File: src/usb_ep_pkg.sv
// Purpose: Shared constants and types for the endpoint mode/count logic
// Assumes: Byte-wide registers, one per aligned 32-bit bus word
// Notes:   Byte address is four times the register index
package usb_ep_pkg;

  localparam int EP_COUNT = 5;

  // Register indices, byte address = index * 4
  localparam logic [4:0][7:0] MODE_IDX  = {8'h44, 8'h42, 8'h16, 8'h14, 8'h12};
  localparam logic [4:0][7:0] COUNT_IDX = {8'h45, 8'h41, 8'h15, 8'h13, 8'h11};
  localparam logic [7:0]      REG_RESET = 8'h00;

  // Mode register fields
  localparam int MODE_STALL_BIT = 7;
  localparam int SETUP_BIT      = 7;
  localparam int IN_FLAG_BIT    = 6;
  localparam int OUT_FLAG_BIT   = 5;
  localparam int MODE_ACK_BIT   = 4;

  // Count register fields
  localparam int         CNT_TOG_BIT  = 7;
  localparam int         CNT_DVAL_BIT = 6;
  localparam logic [5:0] CRC_BYTES    = 6'h02;

  // Mode encodings
  localparam logic [3:0] M_DISABLED      = 4'h0;
  localparam logic [3:0] M_NAK_IN_OUT    = 4'h1;
  localparam logic [3:0] M_STATUS_OUT    = 4'h2;
  localparam logic [3:0] M_STALL_IN_OUT  = 4'h3;
  localparam logic [3:0] M_IGNORE_IN_OUT = 4'h4;
  localparam logic [3:0] M_ISO_OUT       = 4'h5;
  localparam logic [3:0] M_STATUS_IN     = 4'h6;
  localparam logic [3:0] M_ISO_IN        = 4'h7;
  localparam logic [3:0] M_NAK_OUT       = 4'h8;
  localparam logic [3:0] M_ACK_OUT       = 4'h9;
  localparam logic [3:0] M_NAK_OUT_STIN  = 4'hA;
  localparam logic [3:0] M_ACK_OUT_STIN  = 4'hB;
  localparam logic [3:0] M_NAK_IN        = 4'hC;
  localparam logic [3:0] M_ACK_IN        = 4'hD;
  localparam logic [3:0] M_NAK_IN_STOUT  = 4'hE;
  localparam logic [3:0] M_ACK_IN_STOUT  = 4'hF;

  typedef enum logic [1:0] {P_SETUP, P_IN, P_OUT} pid_t;
  typedef enum logic [2:0] {R_IGNORE, R_NAK, R_ACK, R_STALL, R_TX_COUNT, R_TX_ZERO, R_CHECK, R_ALWAYS} resp_t;

  typedef struct packed {
    logic       valid;
    pid_t       pid;
    logic [2:0] ep;
  } token_t;

  typedef struct packed {
    logic       valid;
    pid_t       pid;
    logic [2:0] ep;
    logic [5:0] len;
    logic       crc_ok;
    logic       tog;
    logic       host_ack;
  } done_t;

  typedef struct packed {
    logic       valid;
    resp_t      resp;
    logic [5:0] count;
    logic       tog;
  } answer_t;

endpackage : usb_ep_pkg

File: src/usb_endpoint_mode_count_logic.sv
// Purpose: Endpoint mode, count, lock and response logic of the serial engine
// Assumes: Serial engine reports tokens, setup start and transaction end
// Notes:   Endpoint 0 is the control endpoint; others are non-control
//
// Chosen here: the Avalon-MM slave port.
`timescale 1ns/10ps
`default_nettype none
module usb_endpoint_mode_count_logic
  import usb_ep_pkg::*;
(
  // System
  input  wire logic        clock,
  input  wire logic        resetn,
  // Avalon-MM slave
  input  wire logic [8:0]  address,
  input  wire logic        read,
  input  wire logic        write,
  input  wire logic [3:0]  byteenable,
  input  wire logic [31:0] writedata,
  output logic [31:0]      readdata,
  output logic             waitrequest,
  // Serial engine events
  input  wire token_t      token,
  input  wire logic        setup_start,
  input  wire done_t       done,
  // Serial engine answers
  output answer_t          answer,
  output logic [4:0]       ep_event
);

  logic [7:0]          mode_r [EP_COUNT];
  logic [7:0]          count_r [EP_COUNT];
  logic [7:0]          mode_view [EP_COUNT];
  logic [EP_COUNT-1:0] hit_mode;
  logic [EP_COUNT-1:0] hit_count;
  logic [7:0]          idx;
  logic [7:0]          rdata;
  logic                take;
  logic                wr;
  logic                rd;
  logic                setup_flag;
  logic                setup_hold;
  logic                mode_lock;
  logic                count_lock;
  logic                upd;
  logic                upd_d;
  logic                tok_ok;
  logic                acked;
  logic                loaded;
  logic [7:0]          next_mode;
  resp_t               tok_raw;
  resp_t               done_raw;
  resp_t               fin;

  // Bus decode
  assign idx = {1'b0, address[8:2]};
  assign wr  = take & write & byteenable[0];
  assign rd  = take & read;

  usb_ep_bus_slave u_bus (
    .clock       (clock),
    .resetn      (resetn),
    .read        (read),
    .write       (write),
    .waitrequest (waitrequest),
    .readdata    (readdata),
    .rdata       (rdata),
    .take        (take)
  );

  // Endpoint 0 shows the setup flag in place of its stored bit 7
  always_comb begin
    for (int i = 0; i < EP_COUNT; i++) begin
      mode_view[i] = mode_r[i];
    end
    mode_view[0][SETUP_BIT] = setup_flag;
  end

  // Unmapped addresses read as zero and ignore writes
  always_comb begin
    rdata = REG_RESET;
    for (int i = 0; i < EP_COUNT; i++) begin
      if (hit_mode[i]) begin
        rdata = mode_view[i];
      end
      if (hit_count[i]) begin
        rdata = count_r[i];
      end
    end
  end

  // Response decode for token time and for transaction end
  assign tok_ok = token.valid && (token.ep < 3'(EP_COUNT));
  assign upd    = done.valid && (done.ep < 3'(EP_COUNT));

  usb_ep_resp_decode u_tok_dec (
    .mode  (mode_view[token.ep][3:0]),
    .stall (mode_view[token.ep][MODE_STALL_BIT] && token.ep != 3'h0),
    .pid   (token.pid),
    .resp  (tok_raw)
  );

  usb_ep_resp_decode u_done_dec (
    .mode  (mode_view[done.ep][3:0]),
    .stall (mode_view[done.ep][MODE_STALL_BIT] && done.ep != 3'h0),
    .pid   (done.pid),
    .resp  (done_raw)
  );

  // Handshake for SETUP and OUT once the data packet is in
  always_comb begin
    fin = R_IGNORE;
    case (done_raw)
      R_ACK:   fin = done.crc_ok ? R_ACK : R_IGNORE;
      R_CHECK: fin = !done.crc_ok ? R_IGNORE :
                     (done.len == 6'h00 && done.tog) ? R_ACK : R_STALL;
      R_ALWAYS: fin = R_IGNORE;
      default: fin = done_raw;
    endcase
  end

  // IN is acked by the host, SETUP and OUT by us
  always_comb begin
    if (done.pid == P_IN) begin
      acked = done.host_ack && (done_raw == R_TX_COUNT || done_raw == R_TX_ZERO);
    end else begin
      acked = (fin == R_ACK);
    end
  end

  // Buffer is written whenever the endpoint takes the data, good CRC or not
  assign loaded = (done.pid != P_IN) &&
                  (done_raw == R_ACK || done_raw == R_CHECK || done_raw == R_ALWAYS);

  // Mode value written at the update time point
  always_comb begin
    next_mode = mode_view[done.ep];
    if (acked) begin
      next_mode[MODE_ACK_BIT] = 1'b1;
      if (done.pid == P_SETUP) begin
        next_mode[3:0] = M_NAK_IN_OUT;
      end else if (next_mode[3] && next_mode[0]) begin
        next_mode[0] = 1'b0;
      end
    end
    if (done.ep == 3'h0 && done_raw != R_IGNORE) begin
      if (done.pid == P_IN) begin
        next_mode[IN_FLAG_BIT] = 1'b1;
      end
      if (done.pid == P_OUT) begin
        next_mode[OUT_FLAG_BIT] = 1'b1;
      end
    end
  end

  // Register storage, one mode and one count per endpoint
  for (genvar e = 0; e < EP_COUNT; e++) begin : g_ep
    assign hit_mode[e]  = (address[1:0] == 2'h0) && (idx == MODE_IDX[e]);
    assign hit_count[e] = (address[1:0] == 2'h0) && (idx == COUNT_IDX[e]);

    always_ff @(posedge clock or negedge resetn) begin
      if (!resetn) begin
        mode_r[e] <= REG_RESET;
      end else if (upd && done.ep == 3'(e)) begin
        mode_r[e] <= next_mode;
      end else if (wr && hit_mode[e] && !(e == 0 && mode_lock)) begin
        mode_r[e] <= writedata[7:0];
      end
    end

    always_ff @(posedge clock or negedge resetn) begin
      if (!resetn) begin
        count_r[e] <= REG_RESET;
      end else if (upd && done.ep == 3'(e) && loaded) begin
        count_r[e] <= {done.tog, done.crc_ok, 6'(done.len + CRC_BYTES)};
      end else if (wr && hit_count[e] && !(e == 0 && count_lock)) begin
        count_r[e] <= writedata[7:0];
      end
    end
  end

  // Setup flag: set wins, any CPU write to the endpoint 0 mode register clears it outside the hold
  always_ff @(posedge clock or negedge resetn) begin
    if (!resetn) begin
      setup_flag <= 1'b0;
    end else if (setup_start && mode_r[0][3:0] != M_DISABLED) begin
      setup_flag <= 1'b1;
    end else if (wr && hit_mode[0] && !setup_hold) begin
      setup_flag <= 1'b0;
    end
  end

  always_ff @(posedge clock or negedge resetn) begin
    if (!resetn) begin
      setup_hold <= 1'b0;
    end else if (setup_start && mode_r[0][3:0] != M_DISABLED) begin
      setup_hold <= 1'b1;
    end else if (done.valid && done.pid == P_SETUP) begin
      setup_hold <= 1'b0;
    end
  end

  // Read data was sampled a cycle early; an update then makes it stale
  always_ff @(posedge clock or negedge resetn) begin
    if (!resetn) begin
      upd_d <= 1'b0;
    end else begin
      upd_d <= upd;
    end
  end

  always_ff @(posedge clock or negedge resetn) begin
    if (!resetn) begin
      mode_lock <= 1'b0;
    end else if (upd && done.ep == 3'h0 && (acked || loaded)) begin
      mode_lock <= 1'b1;
    end else if (rd && hit_mode[0] && !upd_d) begin
      mode_lock <= 1'b0;
    end
  end

  always_ff @(posedge clock or negedge resetn) begin
    if (!resetn) begin
      count_lock <= 1'b0;
    end else if (upd && done.ep == 3'h0 && loaded) begin
      count_lock <= 1'b1;
    end else if (rd && hit_count[0] && !upd_d) begin
      count_lock <= 1'b0;
    end
  end

  // Answers: IN at token time, SETUP and OUT at the end of data
  always_ff @(posedge clock or negedge resetn) begin
    if (!resetn) begin
      answer <= '0;
    end else if (tok_ok && token.pid == P_IN) begin
      answer.valid <= 1'b1;
      answer.resp  <= tok_raw;
      answer.count <= (tok_raw == R_TX_COUNT) ? count_r[token.ep][5:0] : 6'h00;
      answer.tog   <= count_r[token.ep][CNT_TOG_BIT];
    end else if (upd && done.pid != P_IN) begin
      answer.valid <= 1'b1;
      answer.resp  <= fin;
      answer.count <= 6'h00;
      answer.tog   <= 1'b0;
    end else begin
      answer.valid <= 1'b0;
    end
  end

  // Endpoint interrupt flags are raised at the update time point
  always_ff @(posedge clock or negedge resetn) begin
    if (!resetn) begin
      ep_event <= 5'h00;
    end else begin
      for (int i = 0; i < EP_COUNT; i++) begin
        ep_event[i] <= upd && done.ep == 3'(i) && (acked || loaded);
      end
    end
  end
endmodule : usb_endpoint_mode_count_logic
`default_nettype wire

File: src/usb_ep_bus_slave.sv
// Purpose: Avalon-MM handshake with one wait state per access
// Assumes: Master holds the request until waitrequest is low
// Notes:   Read data is loaded in the wait cycle
`timescale 1ns/10ps
`default_nettype none
module usb_ep_bus_slave (
  // System
  input  wire logic        clock,
  input  wire logic        resetn,
  // Bus side
  input  wire logic        read,
  input  wire logic        write,
  output logic             waitrequest,
  output logic [31:0]      readdata,
  // Register side
  input  wire logic [7:0]  rdata,
  output logic             take
);

  logic pend;

  always_ff @(posedge clock or negedge resetn) begin
    if (!resetn) begin
      pend <= 1'b0;
    end else begin
      pend <= (read | write) & ~pend;
    end
  end

  always_ff @(posedge clock or negedge resetn) begin
    if (!resetn) begin
      readdata <= 32'h0000_0000;
    end else if (read & ~pend) begin
      readdata <= {24'h00_0000, rdata};
    end
  end

  // Fixed latency keeps the lock timing simple to reason about
  assign waitrequest = (read | write) & ~pend;
  assign take        = (read | write) & pend;

endmodule : usb_ep_bus_slave
`default_nettype wire

File: src/usb_ep_resp_decode.sv
// Purpose: Raw response of one endpoint to one token kind
// Assumes: Mode and stall come from the mode register; stall is held low for endpoint 0
// Notes:   Check and accept are resolved later against CRC and length
`timescale 1ns/10ps
`default_nettype none
module usb_ep_resp_decode
  import usb_ep_pkg::*;
(
  // Endpoint state
  input  wire logic [3:0] mode,
  input  wire logic       stall,
  // Token
  input  wire pid_t       pid,
  // Answer
  output resp_t           resp
);

  always_comb begin
    resp = R_IGNORE;
    case (mode)
      M_DISABLED:      resp = R_IGNORE;
      M_NAK_IN_OUT:    resp = (pid == P_SETUP) ? R_ACK : R_NAK;
      M_STATUS_OUT:    resp = (pid == P_SETUP) ? R_ACK : (pid == P_IN) ? R_STALL : R_CHECK;
      M_STALL_IN_OUT:  resp = (pid == P_SETUP) ? R_ACK : R_STALL;
      M_IGNORE_IN_OUT: resp = (pid == P_SETUP) ? R_ACK : R_IGNORE;
      M_ISO_OUT:       resp = (pid == P_OUT) ? R_ALWAYS : R_IGNORE;
      M_STATUS_IN:     resp = (pid == P_SETUP) ? R_ACK : (pid == P_IN) ? R_TX_ZERO : R_STALL;
      M_ISO_IN:        resp = (pid == P_IN) ? R_TX_COUNT : R_IGNORE;
      M_NAK_OUT:       resp = (pid == P_OUT) ? R_NAK : R_IGNORE;
      M_ACK_OUT:       resp = (pid != P_OUT) ? R_IGNORE : stall ? R_STALL : R_ACK;
      M_NAK_OUT_STIN:  resp = (pid == P_SETUP) ? R_ACK : (pid == P_IN) ? R_TX_ZERO : R_NAK;
      M_ACK_OUT_STIN:  resp = (pid == P_IN) ? R_TX_ZERO : R_ACK;
      M_NAK_IN:        resp = (pid == P_IN) ? R_NAK : R_IGNORE;
      M_ACK_IN:        resp = (pid != P_IN) ? R_IGNORE : stall ? R_STALL : R_TX_COUNT;
      M_NAK_IN_STOUT:  resp = (pid == P_SETUP) ? R_ACK : (pid == P_IN) ? R_NAK : R_CHECK;
      M_ACK_IN_STOUT:  resp = (pid == P_SETUP) ? R_ACK : (pid == P_IN) ? R_TX_COUNT : R_CHECK;
      default:         resp = R_IGNORE;
    endcase
  end

endmodule : usb_ep_resp_decode
`default_nettype wire
File: config.mk
export PLATFORM = sky130hd
export DESIGN_NAME = usb_endpoint_mode_count_logic
export DESIGN_NICKNAME = d
export VERILOG_FILES = /design/src/usb_ep_pkg.sv /design/src/usb_endpoint_mode_count_logic.sv /design/src/usb_ep_bus_slave.sv /design/src/usb_ep_resp_decode.sv
export SDC_FILE = /design/constraint.sdc
export NUM_CORES = 1
export LEC_CHECK = 0
export ABC_AREA = 1
export BUFFER_PORTS_ARGS = -buffer_cell sky130_fd_sc_hd__buf_2
export CAP_MARGIN = 20
export CORE_AREA = 2 2 160 115
export DETAILED_ROUTE_END_ITERATION = 6
export DIE_AREA = 0 0 162 117
export GPL_TIMING_DRIVEN = 0
export HOLD_SLACK_MARGIN = 0.06
export SYNTH_ARGS = -nofsm -noshare
export SYNTH_HDL_FRONTEND = slang
export SYNTH_SLANG_ARGS = --single-unit
export TNS_END_PERCENT = 10
File: constraint.sdc
create_clock -name clock -period 3 [get_ports clock]
set_input_delay 0.3 -clock clock [delete_from_list [all_inputs] [get_ports clock]]
set_output_delay 0.3 -clock clock [all_outputs]
set_load 0.03 [all_outputs]
# After elaboration in Yosys (flattened, before gate mapping)
# Index checks and enable logic that the tools add are counted.
[word_totals]
inputBits = 71
elab_cells = 294
output_inout_bits = 49
register_bits = 109
[op_classes]
bitwise_logic = 10
order_cmp = 4
n_reduce_logical = 89
n_eq_ne = 59
muxes = 109
add_sub_neg = 1
[ops]
columns = ["op", "n"]
rows = [
  ["2-to-1 mux 8 bit", 34],
  ["one-hot mux 3 bit (16 select lines)", 2],
  ["2-to-1 mux 3 bit", 31],
  ["binary-select mux 8 bit (select 3 bit)", 3],
  ["== test 4 bit, second input constant", 16],
  ["logical AND 1 bit", 55],
  ["== test 7 x 5 -> 1 bit, second input constant", 6],
  ["== test 4 x 3 -> 1 bit, second input constant", 8],
  ["nonzero test 2 bit", 15],
  ["== test 7 bit, second input constant", 4],
  ["2-to-1 mux 1 bit", 23],
  ["== test 3 bit, second input constant", 6],
  ["2-to-1 mux 2 bit", 9],
  ["== test 4 x 2 -> 1 bit, second input constant", 4],
  ["2-to-1 mux 7 bit", 2],
  ["== test 3 x 2 -> 1 bit, second input constant", 4],
  ["2-to-1 mux 11 bit", 1],
  ["2-to-1 mux 10 bit", 1],
  ["one-hot mux 3 bit (3 select lines)", 1],
  ["nonzero test 3 bit", 3],
  ["== test 4 x 1 -> 1 bit, second input constant", 2],
  ["greater-or-equal comparator 4 bit, second input constant", 2],
  ["logical NOT 4 bit", 2],
  ["NOT 3 -> 4 bit", 2],
  ["other kinds (18)", 36],
]

# Logic depth before layout (Yosys ltp)
# Gate-level depths: netlist of run 1.
[logic_depth]
word_depth = 15
depth_mapped = 23
depth_no_buf = 22

# By module
# From an unflattened synthesis of run 1, not the netlist that was laid out.
[hier_totals]
hier_cells = 1100
hier_area_um2 = 7537.2
[modules_own_cells]
columns = ["module", "area_per_inst_um2", "seq_area_each_um2", "instances", "cells_per_inst"]
rows = [
  ["usb_endpoint_mode_count_logic", 6313.6, 2502.4, 1, 873],
  ["usb_ep_resp_decode", 335.3, 0.0, 2, 81],
  ["usb_ep_bus_slave", 553.0, 225.2, 1, 65],
]

# Worst setup path after synthesis of run 1
# Ideal clock, no wire load.
[synth_path]
kind = "in2reg"
from = "input port done[10] in the netlist's numbering"
to = "register count_r[11] in the netlist's numbering"
n_path_buf = 4
slack_ns = 0.664
setup_ns = 0.123
cell_stages = 18
arrival_ns = 2.213
required_ns = 2.877
path_cell_list = "buf_6 nor2_4 nand2_1 nor2_1 inv_1 nand2_2 buf_6 nor2_2 nand3_1 nand2_1 nor2_4 nand3_4 a21oi_4 buf_8 nand2_4 buf_6 o21ai_1 o21ai_1"
[synth_via]
elab_chain_len = 14
word_cells_on_any_way = 40
cone_classes = "1 x order compare; 19 x eq/ne; 9 x mux; 1 x bitwise; 10 x reduce/logical"
[synth_rtl]
columns = ["element", "line_no", "rtl"]
rows = [
  ["from (decl)", "usb_endpoint_mode_count_logic.sv:25", "input wire done_t done,"],
  ["NOT 3 -> 4 bit (implied by the code)", "usb_endpoint_mode_count_logic.sv:104, usb_endpoint_mode_count_logic.sv:105", ""],
  ["binary-select mux 8 bit (select 3 bit)", "usb_endpoint_mode_count_logic.sv:104, usb_endpoint_mode_count_logic.sv:105", ""],
  ["2-to-1 mux 8 bit (implied by the code) (2 in a row)", "usb_endpoint_mode_count_logic.sv:105", ".stall (mode_view[done.ep][MODE_STALL_BIT] && done.ep != 3'h0),"],
  ["logical AND 1 bit", "usb_endpoint_mode_count_logic.sv:105", ""],
  ["2-to-1 mux 3 bit / 2-to-1 mux 1 bit (equally long branches)", "usb_ep_resp_decode.sv:34, usb_ep_resp_decode.sv:30", ""],
  ["2-to-1 mux 3 bit (on tied branches)", "usb_ep_resp_decode.sv:34, usb_ep_resp_decode.sv:30", ""],
  ["one-hot mux 3 bit (16 select lines)", "usb_ep_resp_decode.sv:20", "case (mode)"],
  ["== test 3 x 2 -> 1 bit / == test 3 bit (equally long branches)", "usb_endpoint_mode_count_logic.sv:133", "(done_raw == R_ACK || done_raw == R_CHECK || done_raw == R_ALWAYS);"],
  ["logical OR 1 bit (2 in a row)", "usb_endpoint_mode_count_logic.sv:133", ""],
  ["logical AND 1 bit", "usb_endpoint_mode_count_logic.sv:132", "assign loaded = (done.pid != P_IN) &&"],
  ["logical AND 1 bit *", "usb_endpoint_mode_count_logic.sv:174", "end else if (upd && done.ep == 3'(e) && loaded) begin"],
  ["2-to-1 mux 8 bit / nonzero test 2 bit (equally long branches)", "n/a", ""],
  ["to (signal, indexed assignment)", "usb_endpoint_mode_count_logic.sv:175", "count_r[e] <= {done.tog, done.crc_ok, 6'(done.len + CRC_BYTES)};"],
  ["to (signal, indexed assignment)", "usb_endpoint_mode_count_logic.sv:177", "count_r[e] <= writedata[7:0];"],
  ["to (decl)", "usb_endpoint_mode_count_logic.sv:32", "logic [7:0] count_r [EP_COUNT];"],
]
# Mark *: on every way between the ends. The rest lies on a longest branch, timed or not. The select of a mux whose other input is x is not followed.
# A chain may end at the register's enable or synchronous reset.

# Worst setup path after layout of run 1
[layout_path]
from = "register setup_flag"
to = "register count_r[1] in the netlist's numbering"
[layout_via]
elab_chain_len = 13
word_cells_on_any_way = 18
cone_classes = "3 x eq/ne; 9 x mux; 6 x reduce/logical"
[layout_rtl]
columns = ["element", "line_no", "rtl"]
rows = [
  ["from (decl)", "usb_endpoint_mode_count_logic.sv:41", "logic setup_flag;"],
  ["from (signal assigned)", "usb_endpoint_mode_count_logic.sv:185", "setup_flag <= 1'b0;"],
  ["from (signal assigned)", "usb_endpoint_mode_count_logic.sv:187", "setup_flag <= 1'b1;"],
  ["from (signal assigned)", "usb_endpoint_mode_count_logic.sv:189", "setup_flag <= 1'b0;"],
  ["binary-select mux 8 bit (select 3 bit) *", "usb_endpoint_mode_count_logic.sv:105", ""],
  ["2-to-1 mux 8 bit (implied by the code) * (2 in a row)", "usb_endpoint_mode_count_logic.sv:105", ""],
  ["logical AND 1 bit *", "usb_endpoint_mode_count_logic.sv:105", ""],
  ["2-to-1 mux 3 bit / 2-to-1 mux 1 bit (equally long branches)", "usb_ep_resp_decode.sv:34, usb_ep_resp_decode.sv:30", ""],
  ["2-to-1 mux 3 bit (on tied branches)", "usb_ep_resp_decode.sv:34, usb_ep_resp_decode.sv:30", ""],
  ["one-hot mux 3 bit (16 select lines) *", "usb_ep_resp_decode.sv:20", ""],
  ["== test 3 x 2 -> 1 bit / == test 3 bit (equally long branches)", "usb_endpoint_mode_count_logic.sv:133", ""],
  ["logical OR 1 bit", "usb_endpoint_mode_count_logic.sv:133", ""],
  ["logical OR 1 bit *", "usb_endpoint_mode_count_logic.sv:133", ""],
  ["logical AND 1 bit *", "usb_endpoint_mode_count_logic.sv:132", ""],
  ["logical AND 1 bit *", "usb_endpoint_mode_count_logic.sv:174", ""],
  ["2-to-1 mux 8 bit / nonzero test 2 bit (equally long branches)", "n/a", ""],
]
# Marked as above.

==> run metrics, run 1 <==
Via Count 7961; Worst-path clk slew about 0.090 ns; row count 41; Seq/Total Area, Yosys between 30% and 40%; async set or reset register ratio after synthesis 100%; slew margin rel. 29.4%; GRT Total Usage 31.2%; Psw approximately 2.1 mW; Num Clock Sinks 109; period utilisation layout between 90% and 100%; Mapped Cells 1085; first-pass GRT wire length around 44000 microns; Tightest Hold Check Type in -> reg; DRC viols 0; measured slew at the worst slew-check pin around 1.1 ns; clock power share 25.0%; die span in x between 150 and 200 microns; # nets final approximately 1300; DP HPWL ~22000 microns; starting density of the core between 40% and 50%; Detail Route Antenna Nets 0; Final Instance Area just under 9000 sq um; dpl cell area 8430 sq um; antenna violations before repair 0; critical path buffer and inverter count 4; ys flop type dfrtp_1; DR WL/cell roughly 20 microns; clock buffer depth 2; max-cap violation count 0; Synth Warn # 0; CP cell instances inv_1 > o21ai_0 > nand2_1 > nand2_1 > nand2_1 > nand2_2 > nand2_1 > nor2_1 > nand2_1 > nand2_1 > nor2_1 > nand3_2 > inv_2 > a21oi_4 > buf_8 > nand2_4 > nand2_1 > inv_1 > nand2_1 > o211ai_2; Clk Latency, worst-skew pair ~0.37 ns; pin count of the biggest net entering global routing 56; number of synthesized flops with an enable pin 0; Data arrival, critical path ~3.0 ns; Seq cells post-synth around 110; internal power 3.02 mW; top-area cell type share of the netlist area between 30% and 40%; Yosys cell types between 50 and 60; RSZ-0062 raised after global routing false; TritonCTS clock tree yes; CP max FO 10; CP max stage delay 0.40 ns; fmax ~360 MHz; CP endpoint kind register; startpoint types register; Die Y 117 microns; diodes inserted 0; worst vdd ir between 0.3 and 0.4 mV; final hold vios 0; Place WS -0.0264 ns; CP delay by family, top simple AND/OR/NAND/NOR gates; Critical Path RT around 3.3 ns; core area approximately 18000 sq um; leak pwr 4.41 nW; Via density about 5.6; WS Path Type reg -> reg; Clock Skew between 0.01 and 0.015 ns; most used cell, CP nand2_1; crit path time final between 2 and 3 ns; # IOs 120; PwrDens 589 nW/um^2; initial DRC count roughly 1100; Commonest cells post-synth 248 x nand2_1, 169 x inv_1, 109 x dfrtp_1; final setup fails 0; CTS Root Cell clkbuf_16; final WL about 29000 microns; CTS Buf Count 9; minimum hold slack ~0.17 ns; Crit-path slowest cell dfrtp_1; status complete, no violations; sequential share of power 42.3%; synth top area cells dfrtp_1 35%, nand2_1 12%, inv_1 8.3%, o21ai_0 5.1%, nor2_1 3.8%; final global-route overflow total 0; H-tree levels 3; Avg Inst Size Synth just over 7 sq um; Placer Congestion slightly above 1; Post-CTS Setup Bufs 0; drt first pass iters 6; post-synth top area cell dfrtp_1; input/output buffers 66; DIE AREA about 19000 sq um; final setup margin roughly 0.22 ns; Area growth syn-to-layout 14.0%; Post-Synthesis Cell Area around 7700 sq um; top-count cell post-synth nand2_1; Max Transition Viols Final 0; Sw Ratio between 40% and 50%; Comb power frac approximately a third; vias in the first global route 7048; layout cells sized above 1 ~16%
layout make-up:
cell class	instances	area [sq um]
clock inverter	7	91.3
fill	1840	8780
sequential	109	2730
tap	236	295
timing repair buffer	68	374
multi-input combinational	768	4000
clock buffer	9	225
buffer	51	373
inverter	180	677
stage by stage:
step / utilization, % / instances / setup TNS, ns / power, mW
floorplan: - / 1108 / 0 / 3.21
global placement: 47.9 / 1410 / -0.0528 / 3.81
detailed placement: 48.1 / 1411 / -0.0478 / 3.83
CTS: 49.9 / 1428 / 0 / 5.12
global route: 50.0 / 1428 / 0 / 5.42
finish: 50.0 / 1428 / 0 / 5.16
timing repair:
action	in CTS	in global routing
endpoints found under the hold margin	54	0
resized for setup	0	3
hold buffers	1	0
setup endpoints to repair	0	58
power by group through the flow:
stage / sequential, mW / clock [mW] / combinational, mW
5_1_grt: 2.22 / 1.35 / 1.84
2_1_floorplan: 2.11 / 0 / 1.10
6_report: 2.18 / 1.29 / 1.69
3_3_place_gp: 2.19 / 0 / 1.62
4_1_cts: 2.17 / 1.30 / 1.65
3_5_place_dp: 2.19 / 0 / 1.64
worst register-to-register path, stage by stage, from the launching register on:
cell      delay, ns
dfrtp_1        0.40
inv_1          0.10
o21ai_0        0.21
nand2_1        0.10
nand2_1        0.11
nand2_1        0.07
nand2_2        0.16
nand2_1        0.09
nor2_1         0.09
nand2_1        0.09
nand2_1        0.07
nor2_1         0.04
nand3_2        0.09
inv_2          0.06
a21oi_4        0.23
buf_8          0.23
nand2_4        0.10
nand2_1        0.13
inv_1          0.11
nand2_1        0.08
o211ai_2       0.07
sequential cells by signal, indices dropped and copies added (netlist names):
name            count
setup_flag          1
count_lock          1
u_bus.pend          1
count_r            40
mode_lock           1
mode_r             39
answer             11
upd_d               1
ep_event            5
u_bus.readdata      8
setup_hold          1
cells in the final DEF, fill, tap and decap left out, drive strengths merged:
cell type / count
a21oi: 62
a22oi: 7
a31oi: 5
a32o: 1
a32oi: 3
a41oi: 2
buf: 107
clkbuf: 20
clkinv: 8
conb: 24
dfrtp: 109
dlygate4sd3: 1
ha: 1
inv: 179
nand2: 268
nand3: 62
nand3b: 1
nand4: 9
nor2: 88
nor3: 13
nor4: 2
o2111ai: 3
o211a: 1
o211ai: 30
o21ai: 126
o221ai: 20
o22ai: 30
o2bb2ai: 1
o31ai: 1
o32ai: 2
o41ai: 2
or2: 1
xor2: 3
cell families after synthesis:
logic type | Yosys count | synth area share (%)
simple gates | 444 | 26.7
compound gates | 296 | 23.6
buf+inv | 231 | 13.7
flops | 109 | 35.5
xor+xnor | 3 | 0.342
fa+ha+maj | 1 | 0.163
other cells | 1 | 0.0488
layer usage:
metal	track usage, %	part of all wire, %
met5	0	0
met4	6.90	1.8
met3	7.96	12
met2	43.3	39
met1	48.3	47
final timing paths:
| path | slack, ns | start | to | depth (start not counted) |
|---|---|---|---|---|
| max reg2reg | 0.22 | setup_flag | count_r[1] | 20 |
| min reg2reg | 0.48 | u_bus.readdata[1] | u_bus.readdata[1] | 2 |
| max in group asynchronous | 1.88 | resetn | count_r[17] | 3 |
| max | 0.22 | setup_flag | count_r[1] | 20 |
| min in group asynchronous | 0.45 | resetn | ep_event[1] | 2 |
| min | 0.17 | writedata[4] | mode_r[36] | 3 |
Power figures use the tool's default switching activity.
==> run 2: changes to the inputs <==
--- a/config.mk
+++ b/config.mk
@@ -8,11 +8,12 @@
 export ABC_AREA = 1
 export BUFFER_PORTS_ARGS = -buffer_cell sky130_fd_sc_hd__buf_2
 export CAP_MARGIN = 20
-export CORE_AREA = 2 2 160 115
+export CORE_AREA = 3 3 214 153
 export DETAILED_ROUTE_END_ITERATION = 6
-export DIE_AREA = 0 0 162 117
+export DIE_AREA = 0 0 217 156
 export GPL_TIMING_DRIVEN = 0
 export HOLD_SLACK_MARGIN = 0.06
+export SLEW_MARGIN = 10
 export SYNTH_ARGS = -nofsm -noshare
 export SYNTH_HDL_FRONTEND = slang
 export SYNTH_SLANG_ARGS = --single-unit
==> run 2 against run 1 <==
  * Sequential power is essentially flat
  * Critical endpoint is now count_r[11]
  * Count of clock-buffer cells in the layout is the same
  * Critical path depth shrank 1
  * Fmax shrank 2.7%
  * Largest power group unchanged
  * Hold slack gained 0.0097 ns
  * Via count grew 2.7%
==> run metrics, run 2 (synthesis results as in run 1) <==
slew margin rel. between 20 and 30%; most frequent cells in the layout 246 x nand2_1, 169 x inv_1, 108 x dfrtp_1, 78 x nor2_1, 75 x o21ai_0; Via Count just over 8000; starting density of the core between 20% and 30%; CP max stage delay ~0.37 ns; layout cells sized above 1 approximately 16%; final WL between 30000 and 40000 microns; R2R Setup Slk 0.15 ns; CP endpoint kind register; setup TNS 0 ns; core area 30900 sq um; Tightest Hold Check Type in -> reg; Area growth syn-to-layout 16.6%; initial DRC count approximately 950; measured slew at the worst slew-check pin 1.07 ns; diodes inserted 0; DRC viols 0; clock buffer depth 2; DP HPWL about 25000 microns; biggest registers after layout count_r: 40 flops, mode_r: 39 flops, answer: 11 flops; Placer Congestion ~1.0; number of fill cells in the layout approximately 3500; startpoint types register; final setup fails 0; die span in x about 220 microns; Data arrival, critical path between 3 and 4 ns; critical path buffer and inverter count 4; Critical Path RT between 3 and 4 ns; drt first pass iters 5; GRT Total Usage 18.6%; Num Clock Sinks around 110; CP max FO 10; antenna violations before repair 1; period utilisation layout a little over nine tenths; Clock Skew roughly 0.011 ns; # IOs 120; crit path time final between 2 and 3 ns; total chip power 5.10 mW; dpl cell area approximately 8700 sq um; Detail Route Antenna Nets 0; most common cell after layout, fill and taps aside nand2_1; max-cap violation count 0; CTS Buf Count 9; minimum hold slack 0.178 ns; final hold vios 0; worst vdd ir approximately 0.25 mV; Largest Register count_r; CP cell instances inv_1 > o21ai_0 > nand2_1 > nand2_1 > nand2_1 > nand2_2 > nand2_1 > nor2_1 > nand2_1 > nand2_1 > nor2_1 > nand3_2 > inv_2 > a21oi_4 > buf_12 > nand2_4 > buf_6 > o21ai_1 > o21ai_1; TritonCTS clock tree yes; most used cell, CP nand2_1; vias in the first global route 7291; post-layout util about 29%; fmax 350 MHz; DR WL/cell 20.0 microns; CP delay by family, top simple AND/OR/NAND/NOR gates; # nets final ~1300; final global-route overflow total 0; Worst-path clk slew roughly 0.070 ns; row count between 50 and 60; CTS Root Cell clkbuf_16; RSZ-0062 raised after global routing true; WS Path Type reg -> reg; first-pass GRT wire length 46900 microns; status complete, no violations; max FFs per register 40; Die Y 156 microns; Final Instance Area 8960 sq um; PwrDens between 500 and 600 nW/um^2; DIE AREA 33900 sq um; leak pwr between 4 and 5 nW; Crit-path slowest cell dfrtp_1; Via density roughly 5.1; Max Transition Viols Final 0; input/output buffers 66; H-tree levels 3; pin count of the biggest net entering global routing between 50 and 60; Clk Latency, worst-skew pair around 0.38 ns
-- run 2: final cells by class --
class	count	area (sq um)	share of cell area (%)
well taps	420	526	5.86
clock buffers	9	225	2.51
repair buffers	68	374	4.17
multi-input cells	768	4010	44.7
clock inverters	6	41.3	0.461
plain buffers	51	382	4.26
inverters	180	677	7.55
flip-flops and latches	109	2730	30.4
-- run 2: timing repair --
item / 4_1_cts / 5_1_grt
resized for setup: 0 / 10
hold endpoints to repair: 54 / 0
buffers inserted: 0 / 0
hold buffers: 1 / 0
endpoints found under the setup margin: 0 / 49
-- run 2: worst register-to-register path, stage by stage (launching register included) --
cell and delay (ns):
dfrtp_1 0.37, inv_1 0.08, o21ai_0 0.23, nand2_1 0.09
nand2_1 0.14, nand2_1 0.08, nand2_2 0.18, nand2_1 0.10
nor2_1 0.11, nand2_1 0.10, nand2_1 0.07, nor2_1 0.05
nand3_2 0.10, inv_2 0.07, a21oi_4 0.26, buf_12 0.21
nand2_4 0.10, buf_6 0.17, o21ai_1 0.12, o21ai_1 0.09
-- run 2: worst paths after layout --
path                       cells after the start           endpoint              start
max in group asynchronous                      3        count_r[14]             resetn
max                                           19        count_r[11]         setup_flag
min in group asynchronous                      2        ep_event[1]             resetn
max reg2reg                                   19        count_r[11]         setup_flag
min                                            3         mode_r[36]       writedata[4]
min reg2reg                                    2  u_bus.readdata[2]  u_bus.readdata[2]
-- run 2: metal layers --
layer | up-vias | wire length [microns] | GRT usage [%]
li1 | 3781 | - | -
met1 | 3879 | 15500 | 29.6
met2 | 480 | 11800 | 23.4
met3 | 31 | 4440 | 6.56
met4 | 2 | 458 | 3.72
met5 | - | 7 | 0
-- run 2: where the power goes --
| group | leakage (nW) | total (mW) | switching (mW) | internal (mW) |
|---|---|---|---|---|
| sequential | 1.34 | 2.20 | 0.319 | 1.88 |
| clock | 0.123 | 1.17 | 0.608 | 0.558 |
| combinational | 2.93 | 1.74 | 1.19 | 0.545 |
| total | 4.38 | 5.10 | 2.12 | 2.98 |
-- run 2: per-stage QoR --
stage,setup slack (ns),std cells
3_5_place_dp,-0.0922,1595
4_1_cts,0.161,1611
3_3_place_gp,-0.128,1594
2_1_floorplan,0.664,1108
6_report,0.146,1611
5_1_grt,-0.0133,1611
==> run 3: changes to the inputs <==
--- a/config.mk
+++ b/config.mk
@@ -8,9 +8,9 @@
 export ABC_AREA = 1
 export BUFFER_PORTS_ARGS = -buffer_cell sky130_fd_sc_hd__buf_2
 export CAP_MARGIN = 20
-export CORE_AREA = 3 3 214 153
+export CORE_AREA = 3 3 189 173
 export DETAILED_ROUTE_END_ITERATION = 6
-export DIE_AREA = 0 0 217 156
+export DIE_AREA = 0 0 192 176
 export GPL_TIMING_DRIVEN = 0
 export HOLD_SLACK_MARGIN = 0.06
 export SLEW_MARGIN = 10
==> run 3 against run 2 <==
  * Combinational power fell by 4%
  * Cell area about the same
  * Die area decreased by 0.18%
  * Worst setup slack better by 0.066 ns
  * Clock power up 9%
  * Via count fell by 1.4%
  * Critical endpoint is now count_r[33]
  * Utilization rose by 0.19 points
==> run metrics, run 3 (synthesis results as in run 1) <==
measured slew at the worst slew-check pin 0.919 ns; sequential share of power 42.8%; Sw Ratio 40.1%; CP cell instances inv_1 > o21ai_0 > nand2_1 > nand2_1 > nand2_1 > nand2_1 > nand2_1 > nor2_1 > nand2_1 > nand2_1 > nor2_1 > nand3_2 > inv_2 > a21oi_4 > buf_8 > nand2_4 > nand2_1 > o221ai_1; diodes inserted 0; CP endpoint kind register; PwrDens 576 nW/um^2; Worst-path clk slew roughly 0.080 ns; initial DRC count ~900; Final Instance Count excl. Fillers 1601; CP max stage delay between 0.3 and 0.4 ns; first-pass GRT wire length 45900 microns; setup TNS 0 ns; H-tree levels 3; Comb power frac between 30% and 40%; final WL between 30000 and 40000 microns; biggest registers after layout count_r: 40 flops, mode_r: 39 flops, answer: 11 flops; period utilisation layout between 90% and 100%; CTS Root Cell clkbuf_16; Via density 5.03; DR WL/cell 19.0 microns; Die Y about 180 microns; Clock Skew 0.00783 ns; number of fill cells in the layout between 3000 and 4000; final setup fails 0; layout cells sized above 1 around 16%; Crit-path slowest cell dfrtp_1; core area between 30000 and 40000 sq um; Max Transition Viols Final 0; final global-route overflow total 0; internal power 3.09 mW; Largest Register count_r; Clk Latency, worst-skew pair 0.36 ns; fmax 359 MHz; # nets final between 1000 and 1500; Area growth syn-to-layout 16.7%; startpoint types register; Psw between 2 and 2.5 mW; Data arrival, critical path roughly 3.0 ns; crit path time final 2.79 ns; placed cells around 1600; CTS Buf Count 9; status complete, no violations; final hold vios 0; die span in x 192 microns; most used cell, CP nand2_1; Placer Congestion 0.994; GRT Total Usage around 18%; leak pwr 4.40 nW; DP HPWL ~24000 microns; worst vdd ir 0.283 mV; starting density of the core 25.0%; Num Clock Sinks around 110; storage element area ~2700 sq um; # IOs 120; CP max FO 10; max-cap violation count 0; final setup margin 0.212 ns; row count between 60 and 70; Place WS -0.216 ns; DRC viols 0; Post-CTS Setup Bufs 0; WS Path Type reg -> reg; most common cell after layout, fill and taps aside nand2_1; antenna violations before repair 0; pin count of the biggest net entering global routing between 60 and 70; Detail Route Antenna Nets 0; Tightest Hold Check Type in -> reg; vias in the first global route about 7600; RSZ-0062 raised after global routing false; Critical Path RT 3.23 ns; critical path buffer and inverter count 3; most frequent cells in the layout 248 x nand2_1, 169 x inv_1, 109 x dfrtp_1, 78 x nor2_1, 77 x o21ai_0; CP delay by family, top simple AND/OR/NAND/NOR gates; clock power share about 25%; slew margin rel. 38.3%; total chip power 5.17 mW; DIE AREA roughly 34000 sq um; Via Count around 8000; TritonCTS clock tree yes; multi-input logic area around 4000 sq um; drt first pass iters 5; input/output buffers 66; max FFs per register 40; clock buffer depth 2; minimum hold slack 0.189 ns
## run 3: changes by cell type in the layout (fill, tap and decap cells not counted), moves of 2 or more
cell     delta
nand2_2     -2
nand2_1     +2
o21ai_1     -2
o21ai_0     +2
## run 3: power by group through the flow
stage | Combinational, mW | Sequential (mW) | Clock (mW)
2_1_floorplan | 1.10 | 2.11 | 0
3_3_place_gp | 1.61 | 2.21 | 0
3_5_place_dp | 1.64 | 2.20 | 0
4_1_cts | 1.65 | 2.19 | 1.29
5_1_grt | 1.83 | 2.24 | 1.36
6_report | 1.67 | 2.21 | 1.28
## run 3: worst reg2reg max path, stage by stage, from the launching register on
cell	delay [ns]
dfrtp_1	0.37
inv_1	0.10
o21ai_0	0.19
nand2_1	0.09
nand2_1	0.08
nand2_1	0.06
nand2_1	0.23
nand2_1	0.11
nor2_1	0.10
nand2_1	0.11
nand2_1	0.08
nor2_1	0.04
nand3_2	0.10
inv_2	0.07
a21oi_4	0.18
buf_8	0.22
nand2_4	0.11
nand2_1	0.25
o221ai_1	0.15
## run 3: metal layers
layer  GRT usage [%]  vias to the layer above  part of all wire [%]
li1                -                     3777                     -
met1            26.0                     3872                    44
met2            27.7                      365                    44
met3            2.86                       47                   8.7
met4            5.22                        0                   2.7
met5               0                        -                     0
## run 3: path summary, 6_finish.rpt
path	end	cells past startpoint	slack [ns]	from
setup / recovery	count_r[33]	18	0.21	setup_flag
hold / removal	mode_r[36]	3	0.19	writedata[4]
setup reg to reg	count_r[33]	18	0.21	setup_flag
hold reg to reg	answer[3]	2	0.48	answer[3]
max in group asynchronous	answer[10]	3	1.85	resetn
min in group asynchronous	count_r[39]	2	0.45	resetn
## run 3: what timing repair did
item,4_1_cts,5_1_grt
endpoints found under the hold margin,48,0
endpoints found under the setup margin,0,14
gates resized for setup,0,3
hold buffers,1,0
## run 3: area by class of cell
cell class / instances / area share [%]
Clock buffer: 11 / 2.71
Sequential cell: 109 / 30.4
Clock inverter: 5 / 0.656
Buffer: 51 / 4.16
Timing Repair Buffer: 68 / 4.17
Tap cell: 409 / 5.71
Inverter: 180 / 7.55
Multi-Input combinational cell: 768 / 44.6
## run 3: stage by stage
stage,utilization [%],area [sq um]
after global routing,29.2,8970
after global placement,28.0,8610
final,29.2,8970
after floorplan,-,7770
after detailed placement,28.1,8650
after CTS,29.1,8960
